<file path="src/hw/tzwp_pkg.sv">
package tzwp_pkg;

  // Register port geometry.
  localparam int ADDR_W = 9;
  localparam int DATA_W = 8;

  // Register addresses.
  localparam logic [ADDR_W-1:0] ADDR_TIMER_COUNT  = 9'h001;
  localparam logic [ADDR_W-1:0] ADDR_INT_CONTROL  = 9'h00B;
  localparam logic [ADDR_W-1:0] ADDR_CORE_OPTIONS = 9'h081;
  localparam logic [ADDR_W-1:0] ADDR_IRQ_STATUS   = 9'h090;
  localparam logic [ADDR_W-1:0] ADDR_IRQ_MASK     = 9'h091;

  // Field positions of core_options.
  localparam int OPT_SOURCE_BIT = 5;
  localparam int OPT_EDGE_BIT   = 4;
  localparam int OPT_ASSIGN_BIT = 3;
  localparam int OPT_SELECT_LSB = 0;
  localparam int OPT_SELECT_W   = 3;

  // Field positions of interrupt_control.
  localparam int INT_ENABLE_BIT = 5;
  localparam int INT_FLAG_BIT   = 2;

  // Field position of the overflow bit in the status and mask registers.
  localparam int IRQ_OVERFLOW_BIT = 0;

  // Values after reset, and the top count of the timer.
  localparam logic [DATA_W-1:0] CORE_OPTIONS_RESET = 8'hFF;
  localparam logic              INT_BIT_RESET      = 1'b0;
  localparam logic [DATA_W-1:0] PRESCALE_RESET     = 8'h00;
  localparam logic [DATA_W-1:0] ZERO_BYTE          = 8'h00;
  localparam logic [DATA_W-1:0] TIMER_TOP          = 8'hFF;

  // Instruction cycles during which a write to the counter stops counting.
  localparam int INHIBIT_CYCLES = 2;
  localparam logic [1:0] INHIBIT_LOAD = 2'(INHIBIT_CYCLES);

endpackage

</file>
<file path="src/hw/tzwp_timer_zero.sv">
`timescale 1ns/10ps
`default_nettype none

module tzwp_timer_zero (
  // Clock and reset.
  input  wire  logic                          clk,
  input  wire  logic                          rst,
  // Register port.
  input  wire  logic [tzwp_pkg::ADDR_W-1:0]   address,
  input  wire  logic [tzwp_pkg::DATA_W-1:0]   writeData,
  input  wire  logic                          writeStrobe,
  input  wire  logic                          readStrobe,
  output var   logic [tzwp_pkg::DATA_W-1:0]   readData,
  // Core status and watchdog link.
  input  wire  logic                          sleepMode,
  input  wire  logic                          watchdogTick,
  input  wire  logic                          watchdogClear,
  output var   logic                          watchdogTimeout,
  // External count pin.
  input  wire  logic                          externalCountPin,
  // Interrupts.
  output var   logic                          timerIntReq,
  output var   logic                          irq
);
  import tzwp_pkg::*;

  logic [DATA_W-1:0]       timerCount;
  logic [DATA_W-1:0]       coreOptions;
  logic [DATA_W-1:0]       prescaleCount;
  logic [1:0]              inhibitCount;
  logic                    overflowFlag;
  logic                    overflowIntEnable;
  logic                    irqStatus;
  logic                    irqMask;
  logic                    pinSync1;
  logic                    pinSync2;
  logic                    pinPrev;

  wire                     wrCount;
  wire                     wrIntCtl;
  wire                     wrOptions;
  wire                     wrStatus;
  wire                     wrMask;
  wire                     countSourceSelect;
  wire                     countEdgeSelect;
  wire                     prescalerAssign;
  wire [OPT_SELECT_W-1:0]  prescaleSelect;
  wire                     riseEdge;
  wire                     fallEdge;
  wire                     sourceEvent;
  wire                     timerRun;
  wire                     prescaleIn;
  wire [DATA_W-1:0]        maskTimer;
  wire [DATA_W-1:0]        maskWatchdog;
  wire [DATA_W-1:0]        prescaleMask;
  wire                     prescaleOut;
  wire                     prescaleClear;
  wire                     countStep;
  wire                     countInc;
  wire                     overflowEvent;
  wire [DATA_W-1:0]        intCtlView;
  wire [DATA_W-1:0]        readMux;
  wire [DATA_W-1:0]        next_prescaleCount;
  wire [DATA_W-1:0]        next_timerCount;
  wire [1:0]               next_inhibitCount;
  wire                     next_overflowFlag;
  wire                     next_irqStatus;

  assign wrCount   = writeStrobe && (address == ADDR_TIMER_COUNT);
  assign wrIntCtl  = writeStrobe && (address == ADDR_INT_CONTROL);
  assign wrOptions = writeStrobe && (address == ADDR_CORE_OPTIONS);
  assign wrStatus  = writeStrobe && (address == ADDR_IRQ_STATUS);
  assign wrMask    = writeStrobe && (address == ADDR_IRQ_MASK);

  assign countSourceSelect = coreOptions[OPT_SOURCE_BIT];
  assign countEdgeSelect   = coreOptions[OPT_EDGE_BIT];
  assign prescalerAssign   = coreOptions[OPT_ASSIGN_BIT];
  assign prescaleSelect    = coreOptions[OPT_SELECT_LSB +: OPT_SELECT_W];

  // Pin edge detection
  // Edges are taken between the second stage and its delayed copy only.
  assign riseEdge = pinSync2 && !pinPrev;
  assign fallEdge = !pinSync2 && pinPrev;

  assign sourceEvent = countSourceSelect ? (countEdgeSelect ? fallEdge : riseEdge) : 1'b1;

  assign timerRun = !sleepMode && !rst;

  assign prescaleIn = prescalerAssign ? watchdogTick : (sourceEvent && timerRun);

  // Ratio masks
  // The mask keeps the low select-dependent bits; a full mask marks the last event of a period.
  assign maskTimer    = TIMER_TOP >> (3'd7 - prescaleSelect);
  assign maskWatchdog = TIMER_TOP >> (4'd8 - {1'b0, prescaleSelect});
  assign prescaleMask = prescalerAssign ? maskWatchdog : maskTimer;
  assign prescaleOut  = prescaleIn && ((prescaleCount & prescaleMask) == prescaleMask);

  assign prescaleClear = (wrCount && !prescalerAssign) || (watchdogClear && prescalerAssign);
  assign next_prescaleCount = prescaleClear ? PRESCALE_RESET :
                              prescaleIn ? prescaleCount + 8'h01 : prescaleCount;

  // Write inhibit window
  // A prescaler output that lands inside the window is lost, not deferred.
  // Software that writes an adjusted value must allow for that lost step.
  assign countStep = prescalerAssign ? (sourceEvent && timerRun) : prescaleOut;
  assign countInc  = countStep && (inhibitCount == 2'd0) && !wrCount;
  assign next_inhibitCount = wrCount ? INHIBIT_LOAD :
                             (inhibitCount != 2'd0) ? inhibitCount - 2'd1 : inhibitCount;

  assign next_timerCount = wrCount ? writeData : countInc ? timerCount + 8'h01 : timerCount;

  // Rollover detection
  // A set from rollover beats a software clear in the same cycle.
  assign overflowEvent     = countInc && (timerCount == TIMER_TOP);
  assign next_overflowFlag = overflowEvent || (wrIntCtl ? writeData[INT_FLAG_BIT] : overflowFlag);
  assign next_irqStatus    = overflowEvent ||
                             (irqStatus && !(wrStatus && writeData[IRQ_OVERFLOW_BIT]));

  // Register read view
  // The prescaler has no address, so it can never be read or written.
  assign intCtlView = (ZERO_BYTE | ({7'h00, overflowIntEnable} << INT_ENABLE_BIT))
                    | ({7'h00, overflowFlag} << INT_FLAG_BIT);
  assign readMux = (address == ADDR_TIMER_COUNT)  ? timerCount :
                   (address == ADDR_INT_CONTROL)  ? intCtlView :
                   (address == ADDR_CORE_OPTIONS) ? coreOptions :
                   (address == ADDR_IRQ_STATUS)   ? {7'h00, irqStatus} :
                   (address == ADDR_IRQ_MASK)     ? {7'h00, irqMask} : ZERO_BYTE;

  always_ff @(posedge clk) begin
    if (rst) begin
      pinSync1 <= 1'b0;
      pinSync2 <= 1'b0;
      pinPrev  <= 1'b0;
    end else begin
      pinSync1 <= externalCountPin;
      pinSync2 <= pinSync1;
      pinPrev  <= pinSync2;
    end
  end

  // Counter kept through reset
  // Left without reset on purpose; its value after power-up is undefined.
  always_ff @(posedge clk) begin
    timerCount <= next_timerCount;
  end

  always_ff @(posedge clk) begin
    if (rst) begin
      coreOptions <= CORE_OPTIONS_RESET;
    end else if (wrOptions) begin
      coreOptions <= writeData;
    end
  end

  always_ff @(posedge clk) begin
    if (rst) begin
      prescaleCount <= PRESCALE_RESET;
      inhibitCount  <= 2'd0;
    end else begin
      prescaleCount <= next_prescaleCount;
      inhibitCount  <= next_inhibitCount;
    end
  end

  always_ff @(posedge clk) begin
    if (rst) begin
      overflowFlag      <= INT_BIT_RESET;
      overflowIntEnable <= INT_BIT_RESET;
    end else begin
      overflowFlag <= next_overflowFlag;
      if (wrIntCtl) begin
        overflowIntEnable <= writeData[INT_ENABLE_BIT];
      end
    end
  end

  always_ff @(posedge clk) begin
    if (rst) begin
      irqStatus <= INT_BIT_RESET;
      irqMask   <= INT_BIT_RESET;
    end else begin
      irqStatus <= next_irqStatus;
      if (wrMask) begin
        irqMask <= writeData[IRQ_OVERFLOW_BIT];
      end
    end
  end

  always_ff @(posedge clk) begin
    if (rst) begin
      timerIntReq     <= 1'b0;
      irq             <= 1'b0;
      watchdogTimeout <= 1'b0;
      readData        <= ZERO_BYTE;
    end else begin
      timerIntReq     <= overflowFlag && overflowIntEnable;
      irq             <= irqStatus && irqMask;
      watchdogTimeout <= prescalerAssign ? prescaleOut : watchdogTick;
      readData        <= readStrobe ? readMux : ZERO_BYTE;
    end
  end
endmodule

`default_nettype wire

</file>
<file path="config.mk">
export PLATFORM = sky130hd
export DESIGN_NAME = tzwp_timer_zero
export DESIGN_NICKNAME = d
export VERILOG_FILES = /design/src/hw/tzwp_pkg.sv /design/src/hw/tzwp_timer_zero.sv
export SDC_FILE = /design/constraint.sdc
export NUM_CORES = 1
export LEC_CHECK = 0
export BUFFER_PORTS_ARGS = -buffer_cell sky130_fd_sc_hd__buf_4
export CAP_MARGIN = 20
export CORE_UTILIZATION = 55
export DETAILED_ROUTE_END_ITERATION = 6
export PLACE_DENSITY = 0.81
export REMOVE_ABC_BUFFERS = 1
export SLEW_MARGIN = 15
export SYNTH_ARGS = -nofsm -noshare
export SYNTH_HDL_FRONTEND = slang
export SYNTH_SLANG_ARGS = --single-unit
export TNS_END_PERCENT = 30
</file>
<file path="constraint.sdc">
create_clock -name clk -period 3.2 [get_ports clk]
set_input_delay 0.96 -clock clk [delete_from_list [all_inputs] [get_ports clk]]
set_output_delay 0.96 -clock clk [all_outputs]
set_load 0.05 [all_outputs]
</file>
# ---- Word-level counts from Yosys, hierarchy flattened
# Cells that the tools add are included.
dict set report classes {
  add_sub_neg 5
  n_eq_ne 7
  shift 2
  mux 16
  n_bitwise 3
  n_reduce_logical 36
}
# operator count
set ops {}
lappend ops {{$mux 8} 6}
lappend ops {{$eq 9x8->1 const B} 3}
lappend ops {{$logic_and 1x1->1} 19}
lappend ops {{$add 8x1->8 const B} 2}
lappend ops {{$eq 9x1->1 const B} 1}
lappend ops {{$eq 9x4->1 const B} 1}
lappend ops {{$and 8x8->8} 1}
lappend ops {{$eq 8x8->1} 1}
lappend ops {{$eq 8x8->1 const B} 1}
lappend ops {{$mux 1} 8}
lappend ops {{$shr 8x3->8 const A} 1}
lappend ops {{$shr 8x4->8 const A} 1}
lappend ops {{$logic_not 1->1} 7}
lappend ops {{$or 6x3->6} 1}
lappend ops {{$reduce_bool 2->1} 3}
lappend ops {{$reduce_or 2->1} 3}
lappend ops {{$mux 2} 2}
lappend ops {{$sub 4x3->4 const A} 1}
lappend ops {{$logic_or 1x1->1} 3}
lappend ops {{$sub 3x3->3 const A} 1}
lappend ops {{$logic_not 2->1} 1}
lappend ops {{$sub 2x1->2 const B} 1}
lappend ops {{$not 1->1} 1}
dict set report word_totals {
  ff_bits 44
  out_inout_bits 11
  word_cells 85
}

# ---- Depth between registers and ports, before layout
dict set report logic_depth {
  depth_word 12
  depth_mapped 8
  depth_no_buf 7
}

# ---- Worst setup path before layout
# No wires, ideal clock.
dict set report synth_timing {
  kind {in2reg}
  start {in address[5] in the netlist's numbering}
  end {reg timerCount[0], enable pin}
  arrival_ns 2.581
  required_ns 2.816
  slack_ns 0.235
  cell_stages 5
  n_path_buf 2
  cell_sequence {or4b_4 or4_4 buf_6 buf_6 o21ai_0}
}
dict set report synth_between {
  elab_chain_cells 5
}
# element line
set synth_lines {}
lappend synth_lines {{start: declaration} tzwp_timer_zero.sv:9} ;# input wire logic [tzwp_pkg::ADDR_W-1:0] address,
lappend synth_lines {{$eq 9x1->1 (*)} tzwp_timer_zero.sv:69} ;# assign wrCount = writeStrobe && (address == ADDR_TIMER_COUNT);
lappend synth_lines {{$logic_and 1x1->1 (*)} tzwp_timer_zero.sv:69}
lappend synth_lines {{$logic_not 1->1} tzwp_timer_zero.sv:106} ;# assign countInc = countStep && (inhibitCount == 2'd0) && !wrCount;
lappend synth_lines {{$logic_and 1x1->1} tzwp_timer_zero.sv:106}
lappend synth_lines {{$reduce_bool 2->1 (no line) (*)} --}
lappend synth_lines {{end signal: assignment} tzwp_timer_zero.sv:144} ;# timerCount <= next_timerCount;
lappend synth_lines {{end: declaration} tzwp_timer_zero.sv:27} ;# logic [DATA_W-1:0] timerCount;
# Every way passes the cells marked *; elsewhere a longest branch is shown, timed or not.
# A chain may end at the register's enable or synchronous reset.

# ---- Worst setup path after layout
dict set report layout_timing {
  start {in address[8] in the netlist's numbering}
  end {reg coreOptions[7]}
}
dict set report layout_between {
  elab_chain_cells 2
}
# element line
set layout_lines {}
lappend layout_lines {{$eq 9x8->1} tzwp_timer_zero.sv:71} ;# assign wrOptions = writeStrobe && (address == ADDR_CORE_OPTIONS);
lappend layout_lines {{$logic_and 1x1->1} tzwp_timer_zero.sv:71}
lappend layout_lines {{end signal: assignment} tzwp_timer_zero.sv:151} ;# coreOptions <= writeData;
lappend layout_lines {{end: declaration} tzwp_timer_zero.sv:28} ;# logic [DATA_W-1:0] coreOptions;
# Every way passes these cells.

==> results.md <==
* Initial drt markers at 127
* Yosys Warn Count at 0
* Synth top area share at 33.6%
* Unrepaired setup endpoints after global routing: no
* Slew @ Worst Pin at between 600 and 700 ps
* Clock Path Buffers at 2
* Critical path arrival at 2810 ps
* Crit start category: input port
* Setup bufs post-CTS at 0
* Seq/Total Area, Yosys at 44.9%
* Max-Slew Margin vs Limit at 58.6%
* Post-CTS Resized at 0
* TritonRoute pass-1 iters at 4
* Pleak at about 1.0 nW
* Vias per inst at 5.66
* Fin util at 68.1%
* PwrDens at 383 nW/um^2
* Syn avg cell area at ~9.3 sq um
* Critical path type: input port to register
* Critical Path RT at 3380 ps
* H-Tree Depth at 2
* Via Count at 1765
* Max Freq at 0.381 GHz
* Core Area at 3690 sq um
* CP endpoint kind: register
* Gpl congestion at 0.766
* Number of fill cells in the layout at about 310
* Clock transition at path regs at approximately 80 ps
* CTS tree: built
* Post-synth EDFFs at 8
* Setup WS pre-CTS at 262 ps
* Hold Startpoint: pinSync1$_SDFF_PP0_
* Largest net degree at the start of global routing at 24
* Final Skew at 6.84 ps
* Overall routing resource usage at roughly 22%
* Final Power at 0.962 mW
* Initial Util at between 50% and 60%
* Final Net Count at 291
* Die area at 4150 sq um
* Number of global-route vias before repair at 1622
* Most frequent cells in the layout: buf_4, dfxtp_1, nor2_1
* Fraction of layout cells with a size suffix above 1 at 21.2%
* Ranking of synthesized cells by area: dfxtp_1, edfxtp_1, nor2_1, xor2_1, a211o_1
* Root Buffer: clkbuf_8
* Remaining antenna violation count at 0
* Die Height at about 64 um
* Final setup margin at 574 ps
* Distinct cells, synth at 54
* Port bufs at 35
* FP Rows at 22
* Synth Register Bits at 44
* FF-to-FF Start: coreOptions[0]$_SDFFE_PP1P_
* CTS Buf Count at 5
* Post-synth ARST share at 0%
* Global-route wire length before repair at between 7000 and 8000 um
* Commonest non-fill, non-tap cell in the layout: buf_4
* CTS Hold Bufs at 0
* Placed cell areas at 2430 sq um
* Post-route setup TNS at 0 ps
* CP Max Fanout at 16
* Crit path time final at approximately 2600 ps
* Clock Latency Late Sink at 290 ps
* Final setup viols at 0
* Total grt overflow at 0
* IO Count at 36
* Peak supply drop at 0.000258 V
* Clk sink count at 44
* DRC violations left at 0
* Hold Path Class: register to register
* Initial antenna violation count at 0
* Wire length per cell at 13.7 um
* Crit. Startpoint: address[8]
* DRT Wirelength at 4260 um
* Cells after Synth at 230
* Fin. max-slew vios at 0
* Top_reg_cell synth: dfxtp_1
* Period utilization at 82.1%
* Fin. Hold Viols at 0
* Finished Cell Area at about 2500 sq um
* DP HPWL at 3090 um
* Synthesized area at 2140 sq um
* Area Overhead vs Synth at 17.2%
* Leading area contributor after synthesis: dfxtp_1
* Outcome: complete, no violations
* Die Wd at ~64 um
* ANT cells at 0
* Max Cap Viol at 0
[registers in the layout (all words and copies together) (netlist names)]
| register | flops |
|---|---|
| pinSync1 | 1 |
| watchdogTimeout | 1 |
| timerIntReq | 1 |
| readData | 8 |
| inhibitCount | 2 |
| pinPrev | 1 |
| coreOptions | 8 |
| irqStatus | 1 |
| timerCount | 8 |
| prescaleCount | 8 |
| overflowIntEnable | 1 |
| irqMask | 1 |
| overflowFlag | 1 |
| irq | 1 |
| pinSync2 | 1 |
[cell type report]
cell class              instances  area [sq um]  share of cell area [%]
multi-input cells             162          1070                    42.8
flip-flops and latches         44           961                    38.3
repair buffers                 38           285                    11.4
clock buffers                   6          72.6                    2.89
well taps                      48          60.1                    2.39
inverters                      12          45.0                    1.79
clock inverters                 2          12.5                   0.498
[cell usage after synthesis, drive strengths merged (2+ instances only)]
| cell | n |
|---|---|
| a22oi | 5 |
| nand4 | 3 |
| nor2b | 6 |
| or3b | 2 |
| and3 | 7 |
| mux2i | 3 |
| o2111ai | 3 |
| a21oi | 11 |
| clkbuf | 8 |
| a211oi | 2 |
| dfxtp | 36 |
| a222oi | 2 |
| a211o | 8 |
| nor4 | 2 |
| nor4b | 2 |
| xor2 | 10 |
| ha | 3 |
| edfxtp | 8 |
| and2 | 2 |
| xnor2 | 4 |
| or4 | 2 |
| and3b | 2 |
| nand3b | 3 |
| inv | 12 |
| buf | 4 |
| nor3 | 3 |
| nand3 | 5 |
| o21ai | 10 |
| nand2 | 11 |
| nor2 | 34 |
[per-layer routing]
layer	vias to the layer above	share of wire, %	wire [um]	track usage [%]
met5	-	0	0	0
met4	0	1.3	55	7.78
met3	6	6.5	275	5.18
met2	54	48	2030	38.8
met1	816	45	1910	27.1
li1	889	-	-	-
[final timing paths]
check                           slack, ps                           to  cells past startpoint
worst min register to register        450          pinSync2$_SDFF_PP0_                      1
worst min-delay path                  450          pinSync2$_SDFF_PP0_                      1
worst max-delay path                  570  coreOptions[7]$_SDFFE_PP1P_                      5
worst max register to register        700      timerCount[0]$_DFFE_PP_                      8
[power by group]
part	internal (mW)	switching, mW
clock	0.153	0.182
combinational	0.0311	0.0285
sequential	0.565	0.00246
total	0.748	0.213
[cells by family (layout without fill, tap and decap cells)]
| logic type | count (synthesis) | count (layout) | synth area share (%) |
|---|---|---|---|
| simple gates | 93 | 93 | 24.8 |
| compound gates | 48 | 48 | 15.9 |
| flops | 44 | 44 | 44.9 |
| buf+inv | 24 | 58 | 4.96 |
| xor+xnor | 14 | 14 | 5.72 |
| mux | 4 | 4 | 1.93 |
| fa+ha+maj | 3 | 3 | 1.75 |
[stage by stage]
step	hold WS, ps	std cells
floorplan	414	218
global placement	419	304
detailed placement	430	304
CTS	449	312
global route	467	312
finish	447	312
[worst max-delay path, stage by stage]
cell and delay (ps):
buf_4 110, or4_4 570, nor4b_4 310, nand4b_2 440, a211o_1 430
No activity file was read; power rests on OpenSTA's default activity.
